## src/shared/spir_pkg.sv

```systemverilog
// Shared constants and types for the serial, paddle and interrupt register bank
package spir_pkg;

  // ----------------------------------------------------------------
  // Register addresses
  // ----------------------------------------------------------------
  localparam logic [15:0] ADDR_POT_SCAN_START = 16'hd20b;
  localparam logic [15:0] ADDR_SERIAL_DATA = 16'hd20d;
  localparam logic [15:0] ADDR_IRQ_SOURCE_ENABLE = 16'hd20e;

  // ----------------------------------------------------------------
  // Interrupt source bit positions
  // ----------------------------------------------------------------
  localparam int IRQ_BIT_BREAK_KEY = 7;
  localparam int IRQ_BIT_KEYBOARD = 6;
  localparam int IRQ_BIT_RX_READY = 5;
  localparam int IRQ_BIT_TX_EMPTY = 4;
  localparam int IRQ_BIT_TX_DONE = 3;
  localparam int IRQ_BIT_TIMER_FOUR = 2;
  localparam int IRQ_BIT_TIMER_TWO = 1;
  localparam int IRQ_BIT_TIMER_ONE = 0;
  localparam int NUM_IRQ = 8;

  // ----------------------------------------------------------------
  // Reset and restart values
  // ----------------------------------------------------------------
  localparam logic [7:0] IRQ_ENABLE_RST = 8'h00;
  localparam logic [7:0] POT_RESULT_CLR = 8'h00;
  localparam logic [7:0] POT_BUSY_SET = 8'hff;
  localparam logic [7:0] RDATA_UNMAPPED = 8'h00;
  localparam logic [7:0] SER_DATA_RST = 8'h00;

  // ----------------------------------------------------------------
  // Timing and sizes
  // ----------------------------------------------------------------
  localparam int POT_SLOW_DIV = 114;
  localparam logic [7:0] POT_COUNT_MAX = 8'he4;
  localparam int NUM_POTS = 8;
  localparam int SER_DATA_BITS = 8;
  localparam int SER_FRAME_BITS = 10;

  // ----------------------------------------------------------------
  // Types
  // ----------------------------------------------------------------
  typedef struct packed {
    logic sel;
    logic wr;
    logic rd;
    logic [15:0] addr;
    logic [7:0] wdata;
  } spir_bus_req_t;

  typedef logic [NUM_POTS-1:0][7:0] spir_pot_vals_t;

  typedef enum logic [0:0] {TX_IDLE, TX_SHIFT} spir_tx_state_t;
  typedef enum logic [1:0] {RX_IDLE, RX_START, RX_DATA, RX_STOP} spir_rx_state_t;

endpackage

```

## src/design/spir_fifo.sv

```systemverilog
// Transmit byte FIFO with registered read data
`timescale 1ns/1ps
`default_nettype none
module spir_fifo
  import spir_pkg::*;
#(
  parameter int WIDTH = 8,
  parameter int DEPTH = 16
)
(
  input wire logic clk,
  input wire logic rstn,
  input wire logic in_valid,
  output logic in_ready,
  input wire logic [WIDTH-1:0] in_data,
  output logic out_valid,
  input wire logic out_ready,
  output logic [WIDTH-1:0] out_data
);

  localparam int AW = $clog2(DEPTH);

  initial
  begin
    if (DEPTH < 2 || (1 << AW) != DEPTH)
      $error("spir_fifo: DEPTH must be a power of two of at least 2");
  end

  logic [WIDTH-1:0] mem [DEPTH];
  logic [AW-1:0] wptr_ff, nxt_wptr, rptr_ff, nxt_rptr;
  logic [AW:0] count_ff, nxt_count;
  logic ovalid_ff, nxt_ovalid;
  logic [WIDTH-1:0] odata_ff, nxt_odata;
  logic push, pull;

  assign in_ready = (count_ff != (AW+1)'(DEPTH));
  assign out_valid = ovalid_ff;
  assign out_data = odata_ff;
  assign push = in_valid && in_ready;
  // Output stage refills as soon as it empties or is taken
  assign pull = (count_ff != '0) && (!ovalid_ff || out_ready);

  always_comb
  begin
    nxt_wptr = push ? wptr_ff + 1'b1 : wptr_ff;
    nxt_rptr = pull ? rptr_ff + 1'b1 : rptr_ff;
    nxt_count = count_ff + (AW+1)'(push) - (AW+1)'(pull);
    nxt_odata = pull ? mem[rptr_ff] : odata_ff;
    nxt_ovalid = pull ? 1'b1 : (out_ready ? 1'b0 : ovalid_ff);
  end

  always_ff @(posedge clk)
  begin
    if (push)
      mem[wptr_ff] <= in_data;
  end

  always_ff @(posedge clk or negedge rstn)
  begin
    if (!rstn)
    begin
      wptr_ff <= '0;
      rptr_ff <= '0;
      count_ff <= '0;
      ovalid_ff <= 1'b0;
      odata_ff <= '0;
    end
    else
    begin
      wptr_ff <= nxt_wptr;
      rptr_ff <= nxt_rptr;
      count_ff <= nxt_count;
      ovalid_ff <= nxt_ovalid;
      odata_ff <= nxt_odata;
    end
  end

endmodule
`default_nettype wire

```

## src/design/spir_regs.sv

```systemverilog
// Pot scan strobe, serial data and interrupt enable register bank
`timescale 1ns/1ps
`default_nettype none
module spir_regs
  import spir_pkg::*;
#(
  parameter int BIT_CLKS = 16,
  parameter int FIFO_DEPTH = 16
)
(
  input wire logic CLK,
  input wire logic RSTN,
  input wire spir_bus_req_t BUS_REQ,
  output logic [7:0] BUS_RDATA,
  input wire logic FAST_SCAN,
  input wire logic [NUM_POTS-1:0] PADDLE_IN,
  output logic POT_DUMP,
  output spir_pot_vals_t PADDLE_RESULT,
  output logic [NUM_POTS-1:0] PADDLE_BUSY_MASK,
  input wire logic SER_IN,
  output logic SER_OUT,
  output logic TX_FIFO_READY,
  input wire logic [NUM_IRQ-1:0] SRC_EVENT,
  output logic [NUM_IRQ-1:0] IRQ_SOURCE_ENABLE,
  output logic [NUM_IRQ-1:0] INTERRUPT_STATUS,
  output logic IRQ_N,
  output logic RX_OVERRUN,
  input wire logic ERR_CLEAR
);

  localparam int BW = $clog2(BIT_CLKS + 1);
  localparam int DW = $clog2(POT_SLOW_DIV);

  initial
  begin
    if (BIT_CLKS < 4)
      $error("spir_regs: BIT_CLKS must be at least 4");
  end

  // ----------------------------------------------------------------
  // Bus decode
  // ----------------------------------------------------------------
  logic wr_pot, wr_tx, wr_en, rd_rx;

  assign wr_pot = BUS_REQ.sel && BUS_REQ.wr && (BUS_REQ.addr == ADDR_POT_SCAN_START);
  assign wr_tx = BUS_REQ.sel && BUS_REQ.wr && (BUS_REQ.addr == ADDR_SERIAL_DATA);
  assign wr_en = BUS_REQ.sel && BUS_REQ.wr && (BUS_REQ.addr == ADDR_IRQ_SOURCE_ENABLE);
  assign rd_rx = BUS_REQ.sel && BUS_REQ.rd && (BUS_REQ.addr == ADDR_SERIAL_DATA);

  // ----------------------------------------------------------------
  // Input synchronisers
  // ----------------------------------------------------------------
  logic [NUM_POTS:0] sync1_ff, sync2_ff;

  always_ff @(posedge CLK or negedge RSTN)
  begin
    if (!RSTN)
    begin
      sync1_ff <= '1;
      sync2_ff <= '1;
    end
    else
    begin
      sync1_ff <= {SER_IN, PADDLE_IN};
      sync2_ff <= sync1_ff;
    end
  end

  // ----------------------------------------------------------------
  // Paddle scan
  // ----------------------------------------------------------------
  logic [DW-1:0] div_ff, nxt_div;
  logic [7:0] cnt_ff, nxt_cnt;
  logic dump_ff, nxt_dump;
  logic tick;

  // Slow scan steps once per line period, fast scan every cycle
  assign tick = FAST_SCAN || (div_ff == DW'(POT_SLOW_DIV - 1));

  always_comb
  begin
    nxt_div = (tick || wr_pot) ? '0 : div_ff + 1'b1;
    nxt_dump = wr_pot;
    nxt_cnt = cnt_ff;
    if (wr_pot)
      nxt_cnt = '0;
    else if (tick && cnt_ff != POT_COUNT_MAX)
      nxt_cnt = cnt_ff + 1'b1;
  end

  always_ff @(posedge CLK or negedge RSTN)
  begin
    if (!RSTN)
    begin
      div_ff <= '0;
      cnt_ff <= '0;
      dump_ff <= 1'b0;
    end
    else
    begin
      div_ff <= nxt_div;
      cnt_ff <= nxt_cnt;
      dump_ff <= nxt_dump;
    end
  end

  assign POT_DUMP = dump_ff;

  genvar p;
  generate
    for (p = 0; p < NUM_POTS; p++)
    begin : g_pot
      logic [7:0] res_ff, nxt_res;
      logic busy_ff, nxt_busy;

      always_comb
      begin
        nxt_res = res_ff;
        nxt_busy = busy_ff;
        if (wr_pot)
        begin
          nxt_res = POT_RESULT_CLR;
          nxt_busy = POT_BUSY_SET[p];
        end
        else if (busy_ff && (sync2_ff[p] || cnt_ff == POT_COUNT_MAX))
        begin
          // Capacitor charged or count ran out: measurement ends
          nxt_res = cnt_ff;
          nxt_busy = 1'b0;
        end
      end

      always_ff @(posedge CLK or negedge RSTN)
      begin
        if (!RSTN)
        begin
          res_ff <= POT_RESULT_CLR;
          busy_ff <= 1'b0;
        end
        else
        begin
          res_ff <= nxt_res;
          busy_ff <= nxt_busy;
        end
      end

      assign PADDLE_RESULT[p] = res_ff;
      assign PADDLE_BUSY_MASK[p] = busy_ff;
    end
  endgenerate

  // ----------------------------------------------------------------
  // Transmitter
  // ----------------------------------------------------------------
  logic f_valid, f_ready;
  logic [7:0] f_data;
  spir_tx_state_t tx_st_ff, nxt_tx_st;
  logic [SER_FRAME_BITS-1:0] tx_sh_ff, nxt_tx_sh;
  logic [3:0] tx_bits_ff, nxt_tx_bits;
  logic [BW-1:0] tx_tmr_ff, nxt_tx_tmr;
  logic tx_out_ff, nxt_tx_out;
  logic tx_load, tx_idle;

  // Writes while the FIFO is full are dropped; TX_FIFO_READY warns the source
  spir_fifo #(.WIDTH(SER_DATA_BITS), .DEPTH(FIFO_DEPTH)) u_fifo (
    .clk(CLK),
    .rstn(RSTN),
    .in_valid(wr_tx),
    .in_ready(TX_FIFO_READY),
    .in_data(BUS_REQ.wdata),
    .out_valid(f_valid),
    .out_ready(f_ready),
    .out_data(f_data)
  );

  assign tx_load = (tx_st_ff == TX_IDLE) && f_valid;
  assign f_ready = tx_load;
  assign tx_idle = (tx_st_ff == TX_IDLE) && !f_valid;

  always_comb
  begin
    nxt_tx_st = tx_st_ff;
    nxt_tx_sh = tx_sh_ff;
    nxt_tx_bits = tx_bits_ff;
    nxt_tx_tmr = tx_tmr_ff;
    nxt_tx_out = tx_out_ff;
    case (tx_st_ff)
      TX_IDLE:
      begin
        nxt_tx_out = 1'b1;
        if (tx_load)
        begin
          nxt_tx_sh = {1'b1, f_data, 1'b0};
          nxt_tx_bits = 4'(SER_FRAME_BITS);
          nxt_tx_tmr = '0;
          nxt_tx_st = TX_SHIFT;
        end
      end
      TX_SHIFT:
      begin
        if (tx_tmr_ff == '0)
        begin
          if (tx_bits_ff == '0)
            nxt_tx_st = TX_IDLE;
          else
          begin
            nxt_tx_out = tx_sh_ff[0];
            nxt_tx_sh = {1'b1, tx_sh_ff[SER_FRAME_BITS-1:1]};
            nxt_tx_bits = tx_bits_ff - 1'b1;
            nxt_tx_tmr = BW'(BIT_CLKS - 1);
          end
        end
        else
          nxt_tx_tmr = tx_tmr_ff - 1'b1;
      end
      default:
        nxt_tx_st = TX_IDLE;
    endcase
  end

  always_ff @(posedge CLK or negedge RSTN)
  begin
    if (!RSTN)
    begin
      tx_st_ff <= TX_IDLE;
      tx_sh_ff <= '1;
      tx_bits_ff <= '0;
      tx_tmr_ff <= '0;
      tx_out_ff <= 1'b1;
    end
    else
    begin
      tx_st_ff <= nxt_tx_st;
      tx_sh_ff <= nxt_tx_sh;
      tx_bits_ff <= nxt_tx_bits;
      tx_tmr_ff <= nxt_tx_tmr;
      tx_out_ff <= nxt_tx_out;
    end
  end

  assign SER_OUT = tx_out_ff;

  // ----------------------------------------------------------------
  // Receiver
  // ----------------------------------------------------------------
  spir_rx_state_t rx_st_ff, nxt_rx_st;
  logic [7:0] rx_sh_ff, nxt_rx_sh;
  logic [7:0] rx_data_ff, nxt_rx_data;
  logic [3:0] rx_bits_ff, nxt_rx_bits;
  logic [BW-1:0] rx_tmr_ff, nxt_rx_tmr;
  logic rx_rdy_ff, nxt_rx_rdy;
  logic ovr_ff, nxt_ovr;
  logic [7:0] rdata_ff, nxt_rdata;
  logic rx_done;
  logic rx_line;

  assign rx_line = sync2_ff[NUM_POTS];

  always_comb
  begin
    nxt_rx_st = rx_st_ff;
    nxt_rx_sh = rx_sh_ff;
    nxt_rx_bits = rx_bits_ff;
    nxt_rx_tmr = (rx_tmr_ff == '0) ? '0 : rx_tmr_ff - 1'b1;
    rx_done = 1'b0;
    case (rx_st_ff)
      RX_IDLE:
      begin
        if (!rx_line)
        begin
          nxt_rx_tmr = BW'(BIT_CLKS / 2);
          nxt_rx_st = RX_START;
        end
      end
      RX_START:
      begin
        if (rx_tmr_ff == '0)
        begin
          nxt_rx_st = rx_line ? RX_IDLE : RX_DATA;
          nxt_rx_tmr = BW'(BIT_CLKS - 1);
          nxt_rx_bits = '0;
        end
      end
      RX_DATA:
      begin
        if (rx_tmr_ff == '0)
        begin
          nxt_rx_sh = {rx_line, rx_sh_ff[7:1]};
          nxt_rx_bits = rx_bits_ff + 1'b1;
          nxt_rx_tmr = BW'(BIT_CLKS - 1);
          if (rx_bits_ff == 4'(SER_DATA_BITS - 1))
            nxt_rx_st = RX_STOP;
        end
      end
      RX_STOP:
      begin
        if (rx_tmr_ff == '0)
        begin
          rx_done = 1'b1;
          nxt_rx_st = RX_IDLE;
        end
      end
      default:
        nxt_rx_st = RX_IDLE;
    endcase
    nxt_rx_data = rx_done ? rx_sh_ff : rx_data_ff;
    // Arrival wins over a read in the same cycle
    nxt_rx_rdy = rx_done ? 1'b1 : (rd_rx ? 1'b0 : rx_rdy_ff);
    // Overrun follows the pending interrupt, not the read state
    nxt_ovr = (rx_done && INTERRUPT_STATUS[IRQ_BIT_RX_READY]) ? 1'b1 : (ERR_CLEAR ? 1'b0 : ovr_ff);
    nxt_rdata = rd_rx ? rx_data_ff : RDATA_UNMAPPED;
  end

  always_ff @(posedge CLK or negedge RSTN)
  begin
    if (!RSTN)
    begin
      rx_st_ff <= RX_IDLE;
      rx_sh_ff <= SER_DATA_RST;
      rx_data_ff <= SER_DATA_RST;
      rx_bits_ff <= '0;
      rx_tmr_ff <= '0;
      rx_rdy_ff <= 1'b0;
      ovr_ff <= 1'b0;
      rdata_ff <= RDATA_UNMAPPED;
    end
    else
    begin
      rx_st_ff <= nxt_rx_st;
      rx_sh_ff <= nxt_rx_sh;
      rx_data_ff <= nxt_rx_data;
      rx_bits_ff <= nxt_rx_bits;
      rx_tmr_ff <= nxt_rx_tmr;
      rx_rdy_ff <= nxt_rx_rdy;
      ovr_ff <= nxt_ovr;
      rdata_ff <= nxt_rdata;
    end
  end

  assign BUS_RDATA = rdata_ff;
  assign RX_OVERRUN = ovr_ff;

  // ----------------------------------------------------------------
  // Interrupt enable and status
  // ----------------------------------------------------------------
  logic [NUM_IRQ-1:0] en_ff, nxt_en, st_ff, nxt_st, ev;

  always_comb
  begin
    nxt_en = wr_en ? BUS_REQ.wdata : en_ff;
    ev = SRC_EVENT;
    ev[IRQ_BIT_RX_READY] = rx_done;
    ev[IRQ_BIT_TX_EMPTY] = tx_load;
    ev[IRQ_BIT_TX_DONE] = 1'b0;
  end

  genvar i;
  generate
    for (i = 0; i < NUM_IRQ; i++)
    begin : g_irq
      if (i == IRQ_BIT_TX_DONE)
      begin : g_level
        // Not latched; tracks tx_idle, and an enable write clearing the bit clears it
        assign nxt_st[i] = nxt_en[i] && tx_idle;
      end
      else
      begin : g_latch
        // Disable clears pending state; events count only while enabled
        assign nxt_st[i] = nxt_en[i] && (st_ff[i] || ev[i]);
      end
    end
  endgenerate

  always_ff @(posedge CLK or negedge RSTN)
  begin
    if (!RSTN)
    begin
      en_ff <= IRQ_ENABLE_RST;
      st_ff <= '0;
    end
    else
    begin
      en_ff <= nxt_en;
      st_ff <= nxt_st;
    end
  end

  assign IRQ_SOURCE_ENABLE = en_ff;
  assign INTERRUPT_STATUS = st_ff;
  assign IRQ_N = ~|st_ff;

endmodule
`default_nettype wire

```

## config.mk

```make
export PLATFORM = sky130hd
export DESIGN_NAME = spir_regs
export DESIGN_NICKNAME = d
export VERILOG_FILES = /design/src/shared/spir_pkg.sv /design/src/design/spir_fifo.sv /design/src/design/spir_regs.sv
export SDC_FILE = /design/constraint.sdc
export NUM_CORES = 1
export LEC_CHECK = 0
export BUFFER_PORTS_ARGS = -buffer_cell sky130_fd_sc_hd__buf_2
export CAP_MARGIN = 30
export CORE_MARGIN = 5
export CORE_UTILIZATION = 59
export CTS_CLUSTER_SIZE = 12
export DETAILED_ROUTE_END_ITERATION = 8
export PLACE_DENSITY = 0.8
export SLEW_MARGIN = 0
export SYNTH_ARGS = -nofsm -noshare
export SYNTH_HDL_FRONTEND = slang
export SYNTH_SLANG_ARGS = --single-unit
```

## constraint.sdc

```tcl
create_clock -name CLK -period 3.3 [get_ports CLK]
set_clock_uncertainty 0.2 [all_clocks]
set_input_delay 0.33 -clock CLK [delete_from_list [all_inputs] [get_ports CLK]]
set_output_delay 0.33 -clock CLK [all_outputs]
set_load 0.02 [all_outputs]
```

# ---- Yosys cells after proc, flatten, opt, wreduce, memory -nomap -nowiden
# Memories as Yosys holds them, arrays and structs flattened. A register that Yosys moved wholly into a read port is not among the register bits.
# Cells that the tools add are included.
dict set report classes {
  addsub 10
  eq_ne 20
  mux 78
  bitwise_logic 1
  reduce_logical 74
}
# operator n
set op_table {}
lappend op_table {{two-way mux 8 bit} 20}
lappend op_table {{== test 16 bit, second input constant} 3}
lappend op_table {{two-way mux 10 bit} 3}
lappend op_table {{two-way mux 5 bit} 6}
lappend op_table {{two-way mux 1 bit} 29}
lappend op_table {{logical AND 1 bit} 28}
lappend op_table {{nonzero test 2 bit} 12}
lappend op_table {{two-way mux 4 bit} 5}
lappend op_table {{one-hot mux 10 bit (2 select lines)} 1}
lappend op_table {{one-hot mux 5 bit (2 select lines)} 2}
lappend op_table {{logical OR 1 bit} 18}
lappend op_table {{one-hot mux 4 bit (2 select lines)} 2}
lappend op_table {{adder 4 x 1 -> 4 bit, second input constant} 3}
lappend op_table {{two-way mux 2 bit} 6}
lappend op_table {{inequality test 2 bit, second input constant} 6}
lappend op_table {{zero test 5 bit} 2}
lappend op_table {{subtractor 5 x 1 -> 5 bit, second input constant} 2}
lappend op_table {{adder 8 x 1 -> 8 bit, second input constant} 1}
lappend op_table {{== test 8 bit, second input constant} 1}
lappend op_table {{inequality test 8 bit, second input constant} 1}
lappend op_table {{one-hot mux 2 bit (4 select lines)} 1}
lappend op_table {{OR reduction 8 bit} 1}
lappend op_table {{adder 7 x 1 -> 7 bit, second input constant} 1}
lappend op_table {{== test 7 bit, second input constant} 1}
lappend op_table {{20 further kinds} 28}
dict set report totals {
  ff_bits 193
  ramBits 128
  inputBits 48
  output_inout_bits 101
  elab_cells 223
  n_memories 1
}
# memory words width rd rd_ports_with_merged_regs wr line_no
set memory_table {}
lappend memory_table {u_fifo.mem 16 8 1 1 1 spir_fifo.sv:29} ;# logic [WIDTH-1:0] mem [DEPTH];

# ---- Depth between registers and ports, before layout
dict set report logic_depth {
  depth_word 5
  depth_mapped 14
  depth_no_buf 13
}

# ---- Cells and area by module
# A second synthesis with hierarchy kept.
dict set report unflattened {
  hier_cells 972
  area_unflattened_um2 13733.2
}
# module instances cells_each area_each_um2 seq_area_each_um2
set modules_own_cells {}
lappend modules_own_cells {spir_regs 1 665 7757.4 4489.3}
lappend modules_own_cells {spir_fifo 1 307 5975.7 4394.2}

# ---- Worst setup path before layout
# OpenSTA, ideal clock, no wires.
dict set report synth_path {
  path_kind {flip-flop to flip-flop}
  from {reg u_fifo.count_ff[3]}
  to {reg u_fifo.count_ff[4]}
  setup_ns 0.123
  t_arrival_ns 2.465
  required_ns 2.977
  slack_ns 0.512
  path_stages_with_launch 15
  path_buffers 1
  synth_period_minus_slack_ns 2.788
  path_cell_list {dfrtp_1 -> inv_1 -> ha_1 -> nor4b_1 -> a21o_1 -> buf_2 -> inv_1 -> ha_1 -> inv_1 -> ha_1 -> fa_1 -> a21oi_1 -> nor2_1 -> nor2_1 -> xnor2_1}
}
dict set report synth_between {
  elab_chain_cells 4
  word_cells_on_any_way 6
  classes_between {add/sub (2); eq/ne (1); reduce/logical (3)}
}
# element line_no
set synth_lines {}
lappend synth_lines {{start, declared} spir_fifo.sv:31} ;# logic [AW:0] count_ff, nxt_count;
lappend synth_lines {{start signal, assigned} spir_fifo.sv:72} ;# count_ff <= nxt_count;
lappend synth_lines {{inequality test 5 bit} spir_fifo.sv:36} ;# assign in_ready = (count_ff != (AW+1)'(DEPTH));
lappend synth_lines {{logical AND 1 bit} spir_fifo.sv:39} ;# assign push = in_valid && in_ready;
lappend synth_lines {{adder 5 x 1 -> 5 bit} spir_fifo.sv:47} ;# nxt_count = count_ff + (AW+1)'(push) - (AW+1)'(pull);
lappend synth_lines {{subtractor 5 x 1 -> 5 bit (*)} spir_fifo.sv:47}
lappend synth_lines {{named net u_fifo.nxt_count[4]} spir_fifo.sv:31}
# Mark *: on every way through the listed nets, which the timed path passes. The rest lies on a longest branch.
# A chain may end at the register's enable or synchronous reset.

# ---- Worst setup path after layout
dict set report layout_path {
  from {reg u_fifo.count_ff[2]}
  to {reg u_fifo.count_ff[4]}
}
# Same word-level chain as after synthesis.

==> out/results.ini <==
[logic_synthesis]
synthArstFlopShare_pct = 61.0
ys_ff_latch = 328
synthCells = 1047
yosys-top-cells-count = 172 x dfrtp_1, 128 x edfxtp_1, 100 x a21oi_1, 92 x o21ai_0, 76 x nand3_1
synth_top_area_share_pct = 31.1
synth_top_area_cell = dfrtp_1
synth_cell_types = 69
synth.avg_cell_area_um2 = 13.2
synth_top_flop_cell = dfrtp_1
syn_area_um2 = 13800
synth_edf_count = 128
synth_most_common_cell = dfrtp_1
syn_nets = 1122
synth-seq-area-share_pct = 64.2
synth_area_leaders = dfrtp_1 31%, edfxtp_1 28%, dfstp_2 5.3%
ys_warn_count = 0

[finish]
regArea_um2 = 8880
drive_gt1_share_pct = 25.7
stdcell_area_um2 = 16200
fin_nets = 1290
antenna_cells = 0
multiInputGateArea_um2 = 4470
stdcell_count = 1562
syn_to_final_growth_pct = 17.3
fillers = 1567

[worst_setup_path]
end_kind = flop
path_max_fanout = 4
cp.arrival_ps = 3280
r2r_cells = 13
worstSetupPathType = flop to flop
worstPathRequired_ps = 3530
critPathLaunchType = flop

[timing]
finalCriticalPeriod_ps = 3040
holdWs_ps = 29.5
setup_tns_ps = 0
rsz0062_at_grt = false
max_slew_margin_pct = 38.9
max_freq_mhz = 329
final-hold-violation-count = 0
final-max-slew-violation-count = 0
setup_violations = 0
finalCritPeriodShare_pct = 92.2
worst_pin_slew_ps = 916

[place]
post-dp-hpwl_mm = 20.1
io_buffer_count = 145
place_inst = 1477
place_area_um2 = 14900
gp_congestion = 0.830

[floorplan]
io_pins = 149
die_w_um = 163
die_area_um2 = 26600
rows = 56
initial_core_util_pct = 59.5
core-area_um2 = 23300
die_h_um = 163

[clock_tree]
h-tree-depth = 2
clockRootBuffer = clkbuf_16
cts.sinks = 328
cts.clk_slew.worst_paths_ps = 60
clock_latency_ps = 530
ctsResizeCount = 0
cts_tree = yes
cts_inserted_buffers = 36
cts_buffer_depth = 3

[global_route]
track_usage_pct = 24.3
grt_pass1_vias = 9467
grt_pass1_wl_mm = 51.3
overflow = 0
grt_max_degree = 81
antenna_found_initial = 0

[drt]
num_vias = 9350
drc = 0
vias_per_cell = 5.99
drt_iter0_drc = 939
avgRoutedWirePerCell_um = 20.2
wirelength_mm = 31.6
drt-met1-wl_mm = 12.6
top_layer_used = met4
ant_nets = 0
wl_met2_mm = 16.0
first_pass_iters = 5
wl_met3_mm = 2.15

[hold_path]
worst_hold_path_type = input port to flop
hold_depth = 1

[status]
status = finished, final reports clean

[power]
ir_drop_uv = 506
p_total_mw = 9.30
leakage_nw = 6.55
powerDensity_nw_per_um2 = 573

[run]
maxCapViolCount = 0

[layer usage]
layer | up-vias | GRT usage [%]
met4 | 0 | 7.32
li1 | 4219 | -
met1 | 4666 | 33.3
met2 | 396 | 40.5
met5 | - | 0
met3 | 69 | 4.14
[metrics by stage]
stage / setup slack, ps / util (%)
floorplan: 512 / -
global placement: 478 / 64.1
detailed placement: 356 / 64.1
CTS: 239 / 69.8
global route: 125 / 69.8
finish: 257 / 69.8
[what timing repair did]
item,4_1_cts,5_1_grt
hold buffers,19,0
endpoints found under the hold margin,188,0
setup buffers,0,0
[final timing paths]
check / from / to / slack [ps]
setup / recovery: u_fifo.count_ff[2] / u_fifo.count_ff[4] / 260
max in group asynchronous: RSTN / tx_sh_ff[0] / 2010
setup reg to reg: u_fifo.count_ff[2] / u_fifo.count_ff[4] / 260
hold reg to reg: sync1_ff[2] / sync2_ff[2] / 160
min in group asynchronous: RSTN / g_pot[2].res_ff[2] / 120
hold / removal: BUS_REQ[1] / u_fifo.mem[14][1] / 30
[cell type report]
class                           count  share of cell area [%]
Clock buffer                       57                    6.47
Timing Repair Buffer              196                    7.49
Sequential cell                   328                    54.7
Tap cell                          319                    2.46
Clock inverter                      9                   0.509
Inverter                           36                   0.833
Multi-Input combinational cell    617                    27.5
[registers in the layout (all words and copies together), names as in the netlist, 4 cells and up, named ones only]
register,cells
tx_bits_ff,4
div_ff,7
u_fifo.count_ff,5
cnt_ff,8
u_fifo.mem,128
g_pot.res_ff,64
rx_data_ff,8
rx_sh_ff,8
BUS_RDATA,8
rx_bits_ff,4
INTERRUPT_STATUS,8
g_pot.busy_ff,8
sync2_ff,9
tx_tmr_ff,5
u_fifo.out_data,8
u_fifo.rptr_ff,4
sync1_ff,9
rx_tmr_ff,5
u_fifo.wptr_ff,4
tx_sh_ff,9
IRQ_SOURCE_ENABLE,8
[layout by cell type, fill, tap and decap left out, drive strengths merged, types with 28 or more instances in the layout]
cell    count
nand3      76
dfrtp     172
mux4       32
edfxtp    128
nor2       33
buf       176
nand2      42
o21ai      92
a21oi     100
inv        38
dfstp      28
clkbuf     58
[power by group]
part	internal (mW)	switching, mW
logic	0.346	0.586
registers	4.38	0.199
clock network	2.20	1.58
total	6.93	2.37
[worst max-delay path, cell delays in order (launching register included)]
cell and delay (ps):
dfrtp_1 390, inv_1 110, ha_1 170, nor4b_1 360, a21o_1 170, inv_1 100, ha_1 290, inv_1 50
ha_1 210, fa_1 410, a21oi_1 170, nor2_1 60, nor2_1 140, xnor2_1 140
[cell families (layout without fill, tap and decap cells)]
| kind of cell | Yosys count | count (layout) | synth area share, % |
|---|---|---|---|
| buffers and inverters | 102 | 298 | 3.62 |
| muxes | 70 | 70 | 8.14 |
| xor gates and xnor gates | 19 | 19 | 1.20 |
| DFF | 328 | 328 | 64.2 |
| adders and majority gates | 27 | 27 | 2.49 |
| and+or+nand+nor | 243 | 243 | 9.65 |
| AOI/OAI and AO/OA | 258 | 258 | 10.7 |
No activity file was read; power rests on OpenSTA's default activity.
